[src/include/ued_regs.svh]
`ifndef UED_REGS_SVH
`define UED_REGS_SVH
// ----------------------------------------------------------------
// register indices (byte address = index * 4)
// ----------------------------------------------------------------
`define UED_IDX_SER_CTRL  8'h98
`define UED_IDX_RX_BUFFER 8'h99
`define UED_IDX_BAUD_TMR  8'h9e
`define UED_IDX_CFG       8'haf
`define UED_IDX_ISTAT     8'hc0
`define UED_IDX_IMASK     8'hc1
`define UED_IDX_DIV       8'hc2
// ----------------------------------------------------------------
// field positions
// ----------------------------------------------------------------
`define UED_SC_NINE         7
`define UED_SC_STOP_CHECK   5
`define UED_SC_REN          4
`define UED_SC_TB8          3
`define UED_SC_NINTH_LATCH  2
`define UED_SC_TI           1
`define UED_SC_RX_DONE      0
`define UED_BT_FRAME_ERR  7
`define UED_BT_BREAK_ERR  6
`define UED_BT_OVW        5
`define UED_CFG_EXT       7
`define UED_CFG_CARR      6
`define UED_CFG_WAKE      5
`define UED_IS_RX         0
`define UED_IS_TX         1
`define UED_IS_FRAME      2
`define UED_IS_BREAK      3
`define UED_IS_OVW        4
`define UED_IS_WAKE       5
// ----------------------------------------------------------------
// reset values, responses, timing
// ----------------------------------------------------------------
`define UED_DIV_RST       16'h0057
`define UED_RESP_OKAY     2'h0
`define UED_RESP_SLVERR   2'h2
`define UED_FRAME9_BITS   20'h0000b
`define UED_RX_LAST8      4'h7
`define UED_RX_LAST9      4'h8
`define UED_TX_BITS8      4'ha
`define UED_TX_BITS9      4'hb
`define UED_CFG_MASK      8'he0
`define UED_CLK_HZ        10000000
`define UED_CARRIER_HZ    38000
`define UED_CARR_HALF     (`UED_CLK_HZ / (2 * `UED_CARRIER_HZ))
`endif

[src/include/ued_pkg.sv]
package ued_pkg;
   // ----------------------------------------------------------------
   // receiver state
   // ----------------------------------------------------------------
   typedef enum logic [2:0] {
      UED_RX_IDLE,
      UED_RX_START,
      UED_RX_DATA,
      UED_RX_STOP,
      UED_RX_WAIT_HIGH
   } ued_rx_state_t;

   typedef struct packed {
      ued_rx_state_t st;
      logic [15:0]   tmr;
      logic [3:0]    bitn;
      logic [8:0]    shift;
      logic [19:0]   low_cnt;
      logic          brk_done;
      logic          fr_v;
      logic [7:0]    fr_data;
      logic          fr_ninth;
      logic          fr_stop_ok;
      logic          brk_v;
   } ued_rx_st_t;

   typedef struct packed {
      logic [7:0] cnt;
      logic       wave;
   } ued_carr_st_t;

   // ----------------------------------------------------------------
   // top level state: bus slave, registers, transmitter
   // ----------------------------------------------------------------
   typedef struct packed {
      logic        aw_have;
      logic [7:0]  aw_idx;
      logic        w_have;
      logic [31:0] w_data;
      logic [3:0]  w_strb;
      logic        bvalid;
      logic [1:0]  bresp;
      logic        rvalid;
      logic [31:0] rdata;
      logic [1:0]  rresp;
      logic [7:0]  ser_ctrl;
      logic [7:0]  rx_buffer;
      logic [7:0]  baud_tmr;
      logic [7:0]  cfg;
      logic [7:0]  istat;
      logic [7:0]  imask;
      logic [15:0] div;
      logic        tx_busy;
      logic [10:0] tx_shift;
      logic [3:0]  tx_cnt;
      logic [15:0] tx_tmr;
      logic        txd;
      logic        rxd_prev;
      logic        wake;
      logic        irq;
   } ued_top_st_t;
endpackage

[src/design/ued_rx.sv]
`timescale 1ns/1ns
`default_nettype none
`include "ued_regs.svh"
module ued_rx (
   input  wire logic        clk_i,
   input  wire logic        reset_i,
   input  wire logic        rxd_i,
   input  wire logic        en_i,
   input  wire logic        nine_i,
   input  wire logic [15:0] bit_cycles_i,
   output logic             frame_o,
   output logic [7:0]       data_o,
   output logic             ninth_o,
   output logic             stop_ok_o,
   output logic             break_o
);
   ued_pkg::ued_rx_st_t s_reg;
   ued_pkg::ued_rx_st_t s_next;
   logic [19:0]         frame_len;

   // length of one 9-bit frame in clock cycles
   assign frame_len = 20'({4'h0, bit_cycles_i} * `UED_FRAME9_BITS);

   // frame sampler and low-run watch
   always_comb begin
      s_next = s_reg;
      s_next.fr_v = 1'b0;
      s_next.brk_v = 1'b0;
      if (rxd_i) begin
         s_next.low_cnt = 20'h00000;
         s_next.brk_done = 1'b0;
      end else if (s_reg.low_cnt != frame_len) begin
         s_next.low_cnt = s_reg.low_cnt + 20'h00001;
      end else if (!s_reg.brk_done) begin
         s_next.brk_v = 1'b1; // line low past a 9-bit frame
         s_next.brk_done = 1'b1;
      end
      if (s_reg.tmr != 16'h0000)
         s_next.tmr = s_reg.tmr - 16'h0001;
      case (s_reg.st)
         ued_pkg::UED_RX_IDLE: begin
            if (en_i && !rxd_i) begin
               s_next.st = ued_pkg::UED_RX_START;
               s_next.tmr = bit_cycles_i >> 1;
            end
         end
         ued_pkg::UED_RX_START: begin
            if (s_reg.tmr == 16'h0000) begin
               s_next.st = rxd_i ? ued_pkg::UED_RX_IDLE : ued_pkg::UED_RX_DATA;
               s_next.tmr = bit_cycles_i - 16'h0001;
               s_next.bitn = 4'h0;
            end
         end
         ued_pkg::UED_RX_DATA: begin
            if (s_reg.tmr == 16'h0000) begin
               s_next.shift = {rxd_i, s_reg.shift[8:1]};
               s_next.bitn = s_reg.bitn + 4'h1;
               s_next.tmr = bit_cycles_i - 16'h0001;
               if (s_reg.bitn == (nine_i ? `UED_RX_LAST9 : `UED_RX_LAST8))
                  s_next.st = ued_pkg::UED_RX_STOP;
            end
         end
         ued_pkg::UED_RX_STOP: begin
            if (s_reg.tmr == 16'h0000) begin
               s_next.fr_v = 1'b1;
               s_next.fr_data = nine_i ? s_reg.shift[7:0] : s_reg.shift[8:1];
               s_next.fr_ninth = nine_i ? s_reg.shift[8] : rxd_i;
               s_next.fr_stop_ok = rxd_i; // stop bit must be high
               s_next.st = rxd_i ? ued_pkg::UED_RX_IDLE : ued_pkg::UED_RX_WAIT_HIGH;
            end
         end
         ued_pkg::UED_RX_WAIT_HIGH: begin
            if (rxd_i)
               s_next.st = ued_pkg::UED_RX_IDLE;
         end
         default: s_next.st = ued_pkg::UED_RX_IDLE;
      endcase
   end

   // state register
   always_ff @(posedge clk_i or posedge reset_i) begin
      if (reset_i)
         s_reg <= '0;
      else
         s_reg <= s_next;
   end

   assign frame_o   = s_reg.fr_v;
   assign data_o    = s_reg.fr_data;
   assign ninth_o   = s_reg.fr_ninth;
   assign stop_ok_o = s_reg.fr_stop_ok;
   assign break_o   = s_reg.brk_v;
endmodule // ued_rx
`default_nettype wire

[src/design/ued_carrier.sv]
`timescale 1ns/1ns
`default_nettype none
`include "ued_regs.svh"
module ued_carrier (
   input  wire logic clk_i,
   input  wire logic reset_i,
   input  wire logic en_i,
   output logic      wave_o
);
   localparam logic [7:0] HALF_M1 = 8'(`UED_CARR_HALF - 1);
   ued_pkg::ued_carr_st_t s_reg;
   ued_pkg::ued_carr_st_t s_next;

   // square wave near 38 kHz, held low while disabled
   always_comb begin
      s_next = s_reg;
      if (!en_i) begin
         s_next = '0;
      end else if (s_reg.cnt == HALF_M1) begin
         s_next.cnt = 8'h00;
         s_next.wave = !s_reg.wave; // carrier toggle
      end else begin
         s_next.cnt = s_reg.cnt + 8'h01;
      end
   end

   // state register
   always_ff @(posedge clk_i or posedge reset_i) begin
      if (reset_i)
         s_reg <= '0;
      else
         s_reg <= s_next;
   end

   assign wave_o = s_reg.wave;
endmodule // ued_carrier
`default_nettype wire

[src/design/ued_top.sv]
`timescale 1ns/1ns
`default_nettype none
`include "ued_regs.svh"
module ued_top (
   input  wire logic        clk_i,
   input  wire logic        reset_i,
   input  wire logic [9:0]  s_axi_awaddr,
   input  wire logic        s_axi_awvalid,
   output logic             s_axi_awready,
   input  wire logic [31:0] s_axi_wdata,
   input  wire logic [3:0]  s_axi_wstrb,
   input  wire logic        s_axi_wvalid,
   output logic             s_axi_wready,
   output logic [1:0]       s_axi_bresp,
   output logic             s_axi_bvalid,
   input  wire logic        s_axi_bready,
   input  wire logic [9:0]  s_axi_araddr,
   input  wire logic        s_axi_arvalid,
   output logic             s_axi_arready,
   output logic [31:0]      s_axi_rdata,
   output logic [1:0]       s_axi_rresp,
   output logic             s_axi_rvalid,
   input  wire logic        s_axi_rready,
   input  wire logic        rxd_i,
   output logic             txd_o,
   output logic             wake_o,
   output logic             irq_o
);
   // ----------------------------------------------------------------
   // declarations
   // ----------------------------------------------------------------
   ued_pkg::ued_top_st_t s_reg;
   ued_pkg::ued_top_st_t s_next;
   logic                 rx_frame;
   logic [7:0]           rx_data;
   logic                 rx_ninth;
   logic                 rx_stop_ok;
   logic                 rx_break;
   logic                 carrier;
   logic                 ext_on;
   logic                 nine_bit;
   logic                 aw_take;
   logic                 w_take;
   logic                 ar_take;
   logic                 wr_fire;
   logic                 accept;
   logic [7:0]           ev;

   // register index from a byte address
   function automatic logic [7:0] ued_idx(input logic [9:0] addr);
      ued_idx = addr[9:2];
   endfunction

   // whether an index names a register
   function automatic logic ued_mapped(input logic [7:0] idx);
      case (idx)
         `UED_IDX_SER_CTRL, `UED_IDX_RX_BUFFER, `UED_IDX_BAUD_TMR, `UED_IDX_CFG,
         `UED_IDX_ISTAT, `UED_IDX_IMASK, `UED_IDX_DIV: ued_mapped = 1'b1;
         default: ued_mapped = 1'b0;
      endcase
   endfunction

   // ----------------------------------------------------------------
   // receiver and carrier
   // ----------------------------------------------------------------
   ued_rx u_rx (
      .clk_i        (clk_i),
      .reset_i      (reset_i),
      .rxd_i        (rxd_i),
      .en_i         (s_reg.ser_ctrl[`UED_SC_REN]),
      .nine_i       (nine_bit),
      .bit_cycles_i (s_reg.div),
      .frame_o      (rx_frame),
      .data_o       (rx_data),
      .ninth_o      (rx_ninth),
      .stop_ok_o    (rx_stop_ok),
      .break_o      (rx_break)
   );

   ued_carrier u_carrier (
      .clk_i   (clk_i),
      .reset_i (reset_i),
      .en_i    (s_reg.cfg[`UED_CFG_CARR]),
      .wave_o  (carrier)
   );

   // ----------------------------------------------------------------
   // handshakes and receive acceptance
   // ----------------------------------------------------------------
   // mode bits used in several places
   assign ext_on   = s_reg.cfg[`UED_CFG_EXT];
   assign nine_bit = s_reg.ser_ctrl[`UED_SC_NINE];

   // one write and one read at a time; ready drops while holding
   assign s_axi_awready = !s_reg.aw_have && !s_reg.bvalid;
   assign s_axi_wready  = !s_reg.w_have && !s_reg.bvalid;
   assign s_axi_arready = !s_reg.rvalid;
   assign aw_take = s_axi_awvalid && s_axi_awready;
   assign w_take  = s_axi_wvalid && s_axi_wready;
   assign ar_take = s_axi_arvalid && s_axi_arready;
   assign wr_fire = s_reg.aw_have && s_reg.w_have && !s_reg.bvalid;

   // frame acceptance: done flag blocks only in standard mode,
   // stop check drops frames whose ninth or stop bit is low
   always_comb begin
      accept = rx_frame;
      if (!ext_on && s_reg.ser_ctrl[`UED_SC_RX_DONE])
         accept = 1'b0; // frame lost, flag untouched
      if (s_reg.ser_ctrl[`UED_SC_STOP_CHECK] && !rx_ninth)
         accept = 1'b0; // missing stop or ninth bit dropped
   end

   // events feeding the sticky interrupt status
   always_comb begin
      ev = 8'h00;
      ev[`UED_IS_RX]   = accept;
      ev[`UED_IS_TX]   = s_reg.tx_busy && (s_reg.tx_tmr == 16'h0000) &&
                         (s_reg.tx_cnt == 4'h1);
      ev[`UED_IS_FRAME] = ext_on && rx_frame && !rx_stop_ok;
      ev[`UED_IS_BREAK] = ext_on && rx_break;
      ev[`UED_IS_OVW]  = ext_on && accept && s_reg.ser_ctrl[`UED_SC_RX_DONE];
      ev[`UED_IS_WAKE] = s_reg.cfg[`UED_CFG_WAKE] && s_reg.rxd_prev && !rxd_i;
   end

   // ----------------------------------------------------------------
   // next state
   // ----------------------------------------------------------------
   always_comb begin
      s_next = s_reg;
      s_next.rxd_prev = rxd_i;

      // write address and data taken in either order
      if (aw_take) begin
         s_next.aw_have = 1'b1;
         s_next.aw_idx = ued_idx(s_axi_awaddr);
      end
      if (w_take) begin
         s_next.w_have = 1'b1;
         s_next.w_data = s_axi_wdata;
         s_next.w_strb = s_axi_wstrb;
      end
      if (s_reg.bvalid && s_axi_bready)
         s_next.bvalid = 1'b0;

      // register writes; software clears come before hardware sets
      if (wr_fire) begin
         s_next.aw_have = 1'b0;
         s_next.w_have = 1'b0;
         s_next.bvalid = 1'b1;
         s_next.bresp = ued_mapped(s_reg.aw_idx) ? `UED_RESP_OKAY : `UED_RESP_SLVERR;
         if (s_reg.w_strb[0]) begin
            case (s_reg.aw_idx)
               `UED_IDX_SER_CTRL: s_next.ser_ctrl = s_reg.w_data[7:0];
               `UED_IDX_RX_BUFFER: begin
                  if (!s_reg.tx_busy) begin
                     s_next.tx_busy = 1'b1;
                     s_next.tx_cnt = nine_bit ? `UED_TX_BITS9 : `UED_TX_BITS8;
                     s_next.tx_tmr = s_reg.div - 16'h0001;
                     s_next.tx_shift = {1'b1,
                                        nine_bit ? s_reg.ser_ctrl[`UED_SC_TB8] : 1'b1,
                                        s_reg.w_data[7:0], 1'b0};
                  end
               end
               `UED_IDX_BAUD_TMR: begin
                  // flags are write-one-to-clear, low bits plain storage
                  s_next.baud_tmr[4:0] = s_reg.w_data[4:0];
                  s_next.baud_tmr[7:5] = s_reg.baud_tmr[7:5] & ~s_reg.w_data[7:5];
               end
               `UED_IDX_CFG: s_next.cfg = s_reg.w_data[7:0] & `UED_CFG_MASK;
               `UED_IDX_ISTAT: s_next.istat = s_reg.istat & ~s_reg.w_data[7:0];
               `UED_IDX_IMASK: s_next.imask = s_reg.w_data[7:0];
               `UED_IDX_DIV: s_next.div[7:0] = s_reg.w_data[7:0];
               default: s_next.imask = s_reg.imask;
            endcase
         end
         if (s_reg.w_strb[1] && s_reg.aw_idx == `UED_IDX_DIV)
            s_next.div[15:8] = s_reg.w_data[15:8];
      end

      // read channel: data latched at the address handshake
      if (s_reg.rvalid && s_axi_rready)
         s_next.rvalid = 1'b0;
      if (ar_take) begin
         s_next.rvalid = 1'b1;
         s_next.rresp = ued_mapped(ued_idx(s_axi_araddr)) ? `UED_RESP_OKAY
                                                           : `UED_RESP_SLVERR;
         case (ued_idx(s_axi_araddr))
            `UED_IDX_SER_CTRL: s_next.rdata = {24'h000000, s_reg.ser_ctrl};
            `UED_IDX_RX_BUFFER: begin
               s_next.rdata = {24'h000000, s_reg.rx_buffer};
               s_next.baud_tmr[`UED_BT_OVW] = 1'b0; // read clears overwrite
            end
            `UED_IDX_BAUD_TMR: s_next.rdata = {24'h000000, s_reg.baud_tmr};
            `UED_IDX_CFG:    s_next.rdata = {24'h000000, s_reg.cfg};
            `UED_IDX_ISTAT:  s_next.rdata = {24'h000000, s_reg.istat};
            `UED_IDX_IMASK:  s_next.rdata = {24'h000000, s_reg.imask};
            `UED_IDX_DIV:    s_next.rdata = {16'h0000, s_reg.div};
            default:         s_next.rdata = 32'h00000000;
         endcase
      end

      // transmitter: start, data, optional ninth, stop
      if (s_reg.tx_busy) begin
         if (s_reg.tx_tmr != 16'h0000) begin
            s_next.tx_tmr = s_reg.tx_tmr - 16'h0001;
         end else begin
            s_next.tx_tmr = s_reg.div - 16'h0001;
            s_next.tx_shift = {1'b1, s_reg.tx_shift[10:1]};
            s_next.tx_cnt = s_reg.tx_cnt - 4'h1;
            if (s_reg.tx_cnt == 4'h1) begin
               s_next.tx_busy = 1'b0;
               s_next.ser_ctrl[`UED_SC_TI] = 1'b1;
            end
         end
      end

      // accepted frame: hold byte, latch ninth or stop bit, flag done
      if (accept) begin
         s_next.rx_buffer = rx_data; // older byte overwritten
         s_next.ser_ctrl[`UED_SC_NINTH_LATCH] = rx_ninth; // stop bit in 8-bit format
         s_next.ser_ctrl[`UED_SC_RX_DONE] = 1'b1;
      end

      // error flags: hardware set wins over any clear this cycle
      if (ev[`UED_IS_FRAME])
         s_next.baud_tmr[`UED_BT_FRAME_ERR] = 1'b1;
      if (ev[`UED_IS_BREAK])
         s_next.baud_tmr[`UED_BT_BREAK_ERR] = 1'b1;
      if (ev[`UED_IS_OVW])
         s_next.baud_tmr[`UED_BT_OVW] = 1'b1;

      // sticky interrupt status and gated request
      s_next.istat = s_next.istat | ev;
      s_next.irq = |(s_next.istat & s_reg.imask);

      // registered line outputs
      s_next.wake = ev[`UED_IS_WAKE]; // falling receive edge wakes core
      s_next.txd = (s_reg.tx_busy ? s_reg.tx_shift[0] : 1'b1) |
                   (s_reg.cfg[`UED_CFG_CARR] & carrier);
   end

   // ----------------------------------------------------------------
   // state register
   // ----------------------------------------------------------------
   always_ff @(posedge clk_i or posedge reset_i) begin
      if (reset_i) begin
         s_reg <= '0;
         s_reg.div <= `UED_DIV_RST;
         s_reg.txd <= 1'b1;
         s_reg.rxd_prev <= 1'b1;
      end else begin
         s_reg <= s_next;
      end
   end

   // outputs
   assign s_axi_bvalid = s_reg.bvalid;
   assign s_axi_bresp  = s_reg.bresp;
   assign s_axi_rvalid = s_reg.rvalid;
   assign s_axi_rdata  = s_reg.rdata;
   assign s_axi_rresp  = s_reg.rresp;
   assign txd_o        = s_reg.txd;
   assign wake_o       = s_reg.wake;
   assign irq_o        = s_reg.irq;
endmodule // ued_top
`default_nettype wire

[config.mk]
export PLATFORM = sky130hd
export DESIGN_NAME = ued_top
export DESIGN_NICKNAME = d
export VERILOG_FILES = /design/src/include/ued_pkg.sv /design/src/design/ued_rx.sv /design/src/design/ued_carrier.sv /design/src/design/ued_top.sv
export VERILOG_INCLUDE_DIRS = /design/src /design/src/include
export SDC_FILE = /design/constraint.sdc
export NUM_CORES = 1
export LEC_CHECK = 0
export BUFFER_PORTS_ARGS = -buffer_cell sky130_fd_sc_hd__buf_4
export CAP_MARGIN = 5
export CORE_MARGIN = 2
export CORE_UTILIZATION = 43
export CTS_BUF_LIST = sky130_fd_sc_hd__clkbuf_4
export CTS_CLUSTER_SIZE = 8
export DETAILED_ROUTE_END_ITERATION = 16
export GPL_ROUTABILITY_DRIVEN = 1
export HOLD_SLACK_MARGIN = 0.15
export PLACE_DENSITY = 0.71
export SETUP_SLACK_MARGIN = 0.5
export SLEW_MARGIN = 20
export SYNTH_ARGS = -nofsm -noshare
export SYNTH_HDL_FRONTEND = slang
export SYNTH_SLANG_ARGS = --single-unit
[constraint.sdc]
create_clock -name clk_i -period 15.84 [get_ports clk_i]
set_input_delay 3.168 -clock clk_i [delete_from_list [all_inputs] [get_ports clk_i]]
set_output_delay 3.168 -clock clk_i [all_outputs]
set_load 0.01 [all_outputs]
## Word-level counts from Yosys, hierarchy flattened

Cells that the tools add are included.

| storage, ports and cells | value |
|---|---|
| logic and storage cells | 235 |
| flip-flop bits (word level) | 253 |
| RAM bits | 0 |
| bits in latches | 0 |
| bits in read-only memories | 0 |
| input bits | 64 |
| memories kept | 0 |

| cells by class | value |
|---|---|
| equal/unequal tests | 30 |
| shift-type cells | 0 |
| multiply operators | 1 |
| add/subtract/negate cells | 7 |
| bitwise gates (word level) | 8 |
| reductions and logical operators | 71 |
| magnitude comparators | 0 |
| muxes and demuxes | 74 |
| div/mod/pow operators | 0 |

Operator list:

| cell | number |
|---|---|
| $mux 32 | 4 |
| $eq 8x8->1 const B | 15 |
| $pmux 16 s7 | 1 |
| $mux 80 | 1 |
| $mux 8 | 8 |
| $mux 16 | 3 |
| $pmux 16 s3 | 1 |
| $sub 16x1->16 const B | 3 |
| $mux 40 | 1 |
| $mux 37 | 1 |
| $reduce_bool 2->1 | 18 |
| $mux 35 | 1 |
| $logic_not 16->1 | 2 |
| $reduce_bool 16->1 | 2 |
| $mux 31 | 1 |
| $reduce_and 3->1 | 10 |
| $mux 1 | 29 |
| $mux 9 | 3 |
| $mux 3 | 8 |
| $mux 23 | 1 |
| $logic_and 1x1->1 | 22 |
| $mux 11 | 2 |
| $mux 21 | 1 |
| $add 20x1->20 const B | 1 |
| other kinds (31) | 52 |

## Depth between registers and ports, before layout

| depth | value |
|---|---|
| depth after elaboration | 9 |
| depth in mapped cells | 14 |

## Cells and area by module

Synthesis repeated with hierarchy kept, for this count alone.

| second synthesis, totals | value |
|---|---|
| cell total of the unflattened synthesis | 1,353 |
| area, all modules | 13,276.5 µm² |

Modules (own cells, without submodules):

| module | cells each | times used | seq. area each (µm²) | area each (µm²) |
|---|---|---|---|---|
| ued_top | 702 | 1 | 3,587.2 | 7,325.8 |
| ued_rx | 607 | 1 | 1,626.6 | 5,522.8 |
| ued_carrier | 44 | 1 | 225.2 | 427.9 |

## Worst setup path after synthesis

No wires, ideal clock.

| path | value |
|---|---|
| kind | input -> register |
| from | input s_axi_araddr[5] |
| to | register s_reg (netlist bit s_axi_rdata[7]) |
| path buffers | 1 |
| slack | 11,027 ps |
| arrival time | 4,749 ps |
| stages on the path | 7 |
| path through | nor4b_1 -> nand2_1 -> nor3b_1 -> clkbuf_1 -> a22oi_1 -> a31oi_1 -> a21o_1 |

| on the way | value |
|---|---|
| word-level cells in the longest chain between the ends | 2 |
| elaborated cells on any way between the ends | 8 |
| those cells by class | 7 x eq/ne; 1 x mux |

RTL lines:

| element | line | source |
|---|---|---|
| from (decl) | ued_top.sv:17 | `input wire logic [9:0] s_axi_araddr,` |
| $eq 8x8->1 | ued_top.sv:187 | `case (ued_idx(s_axi_araddr))` |
| $pmux 16 s7 * | ued_top.sv:187 |  |
| to (signal assigned) | ued_top.sv:252 | `s_reg <= s_next;` |
| to (decl) | ued_top.sv:32 | `ued_pkg::ued_top_st_t s_reg;` |

Mark *: on every way between the ends. The rest lies on a longest branch, timed or not.
A chain may end at the register's enable or synchronous reset.

## Worst setup path after layout

| path | value |
|---|---|
| from | register s_reg[43] (netlist bit) |
| to | register u_rx.s_reg[28] (netlist bit) |

| on the way | value |
|---|---|
| word-level cells in the longest chain between the ends | 3 |

RTL lines:

| element | line | source |
|---|---|---|
| $mul 16x4->20 (no line) | -- |  |
| $ne 20x20->1 | ued_rx.sv:32 | `end else if (s_reg.low_cnt != frame_len) begin` |
| $reduce_bool 2->1 (no line) | -- |  |
| to (signal assigned) | ued_rx.sv:85 | `s_reg <= s_next;` |
| to (decl) | ued_rx.sv:17 | `ued_pkg::ued_rx_st_t s_reg;` |

Every way passes these cells.

==> metrics.md <==
| Metric | Value |
|---|---|
| Status | finished, final reports clean |
| CTS tree | yes |
| Post-Syn Instances | 1273 |
| Share of the cycle needed by the critical path after routing | 29.8% |
| Post-synth top cells | dfrtp_1, nand2_1, nor2_1, o21ai_0, mux2_2 |
| Synth warnings | 0 |
| Critical path arrival | 5.27 ns |
| Grt total ovfl | 0 |
| Number of global-route vias before repair | 9537 |
| DIE AREA | 0.0304 mm2 |
| Crit path required time | 16.39 ns |
| Worst-path cell chain | ha_1 -> fa_1 -> ha_1 -> a21oi_1 -> o21ai_1 -> a211o_1 -> a221o_1 -> nor4_4 -> nand4b_4 -> nor3_4 -> nor3_1 -> mux2_1 |
| Max reg flops | 118 |
| Nets | 1462 |
| Worst-path clk slew | 0.08 ns |
| Met3 Use GR | 3.37% |
| Max Cap Viol | 0 |
| Sequential cell area | 0.00544 mm2 |
| Routed vias/inst | 5.58 |
| GRT met2 Usage | 32.2% |
| Initial antenna violation count | 1 |
| Share of cells above drive strength 1 | 20.2% |
| Clk root buf | clkbuf_4 |
| CP Capture Type | flop |
| Synth cell types | 87 |
| Residual DRC | 0 |
| Max clock buf depth | 3 |
| IO Count | 108 |
| GR peak layer | met2 |
| DP Wirelength | 20800 um |
| Slew Limit Fails | 0 |
| Post-detailed-route count of antenna-violating nets | 0 |
| Die Wd | 174 um |
| Worst Tran Pin Value | 1.13 ns |
| FF+latch count, synth | 217 |
| RSZ-0062 raised after global routing | false |
| Setup_tns | 0 ns |
| Number of enable flip-flop cells after synthesis | 0 |
| WL final | 29700 um |
| Largest net degree at the start of global routing | 138 |
| GP Congestion | 0.860 |
| Power Density | 132 mW/mm2 |
| Avg WL per Cell | 16.8 um |
| Slowest-stage cell, CP | dfrtp_1 |
| Top post-synthesis cells by area | dfrtp_1, mux2_2, nand2_1 |
| Grt met1 use | 27.0% |
| Sequential Power Share | 42.2% |
| Multi-input logic area | 0.00654 mm2 |
| Hold Fails Final Rpt | 0 |
| H-tree lvl count | 2 |
| TritonCTS Buffers | 59 |
| Internal | 0.00116 W |
| Hold Path Class | flop to flop |
| CP max stage delay | 0.65 ns |
| Top cell type's share of synthesized area | 42.1% |
| Syn Std Cell Area | 0.0125 mm2 |
| Fraction of registers with async set/reset | 100% |
| Rel. slew slack | 24.7% |
| First-pass GRT wire length | 49300 um |
| Sequential-to-total area share from yosys stat | 43.6% |
| Initial Util | 43.6% |
| Crit Path Max Fanout | 19 |
| Gate power share | 30.1% |
| Setup Crit Path Kind | flop to flop |
| Pleak | 6.50 nW |
| CTS Sinks | 217 |
| Final setup fails | 0 |
| Tmin final | 4.72 ns |
| CTS Hold Bufs | 0 |
| First DRT Iteration DRCs | 873 |
| Worst-Skew Late Latency | 0.70 ns |
| FMAX | 0.212 GHz |
| Top FF cell, synth | dfrtp_1 |
| Area Growth Syn to Fin | 11.6% |
| Worst Setup Start Kind | flop |
| PortBufs | 67 |
| CTS resizes | 0 |
| Die height | 174 um |
| Worst VDD drop | 0.0762 mV |
| Postcts setup bufs | 0 |
| First-pass iteration count of the detailed router | 5 |
| Fill cell total of the finished layout | 2664 |
| Total track usage | 19.8% |
| Rows | 62 |
| PnR Total Power | 0.00184 W |
| Total net switching power | 0.000678 W |
| Vias | 9869 |
| Core Region | 0.0286 mm2 |
| Mean Syn Cell Area | 9.80 um2 |
| Dominant cell type by area after synthesis | dfrtp_1 |
| Sw Ratio | 37.0% |
| Skew final | 0.0367 ns |
| Clock power frac | 27.7% |
| Top-count cell post-synth | dfrtp_1 |
| Most used cell, CP | ha_1 |
critical path, delay by kind of cell (launching register included):
family          cells  cell delay, ns
mux                 1            0.34
flops               1            0.65
compound gates      4            1.17
simple gates        4            1.18
fa+ha+maj           3            1.25
stage by stage:
step / util (%) / setup slack, ns / cells / area, um2 / hold slack [ns]
finish: 48.6 / 11.12 / 1769 / 13900 / 0.442
global route: 48.6 / 10.83 / 1769 / 13900 / 0.484
CTS: 48.5 / 11.00 / 1767 / 13900 / 0.445
detailed placement: 45.8 / 10.45 / 1660 / 13100 / 0.437
global placement: 45.8 / 10.39 / 1660 / 13100 / 0.431
floorplan: - / 6.75 / 1290 / 12500 / 0.423
per-layer routing:
| metal | up-vias | routed length, um | part of all wire [%] |
|---|---|---|---|
| li1 | 4682 | - | - |
| met1 | 4832 | 13300 | 45 |
| met2 | 299 | 14100 | 48 |
| met3 | 56 | 1680 | 5.6 |
| met4 | 0 | 661 | 2.2 |
| met5 | - | 0 | 0 |
cells in the final DEF (no fill, tap or decap), types with 47 or more instances in the layout:
cell type / synthesis / final
ha_1: 47 / 47
buf_4: 37 / 74
nand3_1: 50 / 50
clkbuf_4: 0 / 95
nand2_1: 169 / 169
nor2_1: 87 / 86
o21ai_0: 76 / 76
a21oi_1: 60 / 60
mux2_2: 68 / 68
dfrtp_1: 210 / 210
cells by family (layout without fill, tap and decap cells):
| logic type | after synthesis | in the layout | synth area share (%) |
|---|---|---|---|
| AO/OA/AOI/OAI | 265 | 265 | 13.9 |
| XOR/XNOR | 68 | 68 | 4.77 |
| adder cells (fa/ha/maj) | 60 | 60 | 6.80 |
| buffers and inverters | 113 | 207 | 4.64 |
| flip-flops | 217 | 217 | 43.6 |
| multiplexers | 93 | 93 | 8.15 |
| other | 1 | 19 | 0.0301 |
| AND/OR/NAND/NOR | 456 | 456 | 18.1 |
worst paths after layout:
check                                           startpoint  depth (start not counted)  slack (ns)                    endpoint
worst min register to register  u_rx.s_reg[12]$_DFFE_PP0P_                          1        0.44      u_rx.break_o$_DFF_PP0_
worst min-delay path            u_rx.s_reg[12]$_DFFE_PP0P_                          1        0.44      u_rx.break_o$_DFF_PP0_
worst max register to register       s_reg[43]$_DFFE_PP0P_                         12       11.12  u_rx.s_reg[28]$_DFFE_PP0P_
min in group asynchronous                          reset_i                          2        2.65      s_reg[156]$_DFFE_PP0P_
max in group asynchronous                          reset_i                          4       11.83       s_reg[38]$_DFFE_PP1P_
worst max-delay path                 s_reg[43]$_DFFE_PP0P_                         12       11.12  u_rx.s_reg[28]$_DFFE_PP0P_
power by group through the flow:
stage | sequential, W | combinational, W | clock, W
after floorplan | 0.000727 | 0.000464 | 0
after global placement | 0.000777 | 0.000538 | 0
after detailed placement | 0.000781 | 0.000549 | 0
after CTS | 0.000772 | 0.000552 | 0.000523
after global routing | 0.000790 | 0.000619 | 0.000554
final | 0.000775 | 0.000552 | 0.000508
final cells by class:
type                            count  share of cell area, %
Tap cell                          384                   3.45
Timing Repair Buffer               75                   4.19
Sequential cell                   217                   39.1
Multi-Input combinational cell    960                   47.0
Inverter                           25                  0.728
Clock buffer                       95                   5.12
Clock inverter                     12                  0.396
Antenna cell                        1                 0.0180
Note: power is estimated with default switching activity, not from simulation.
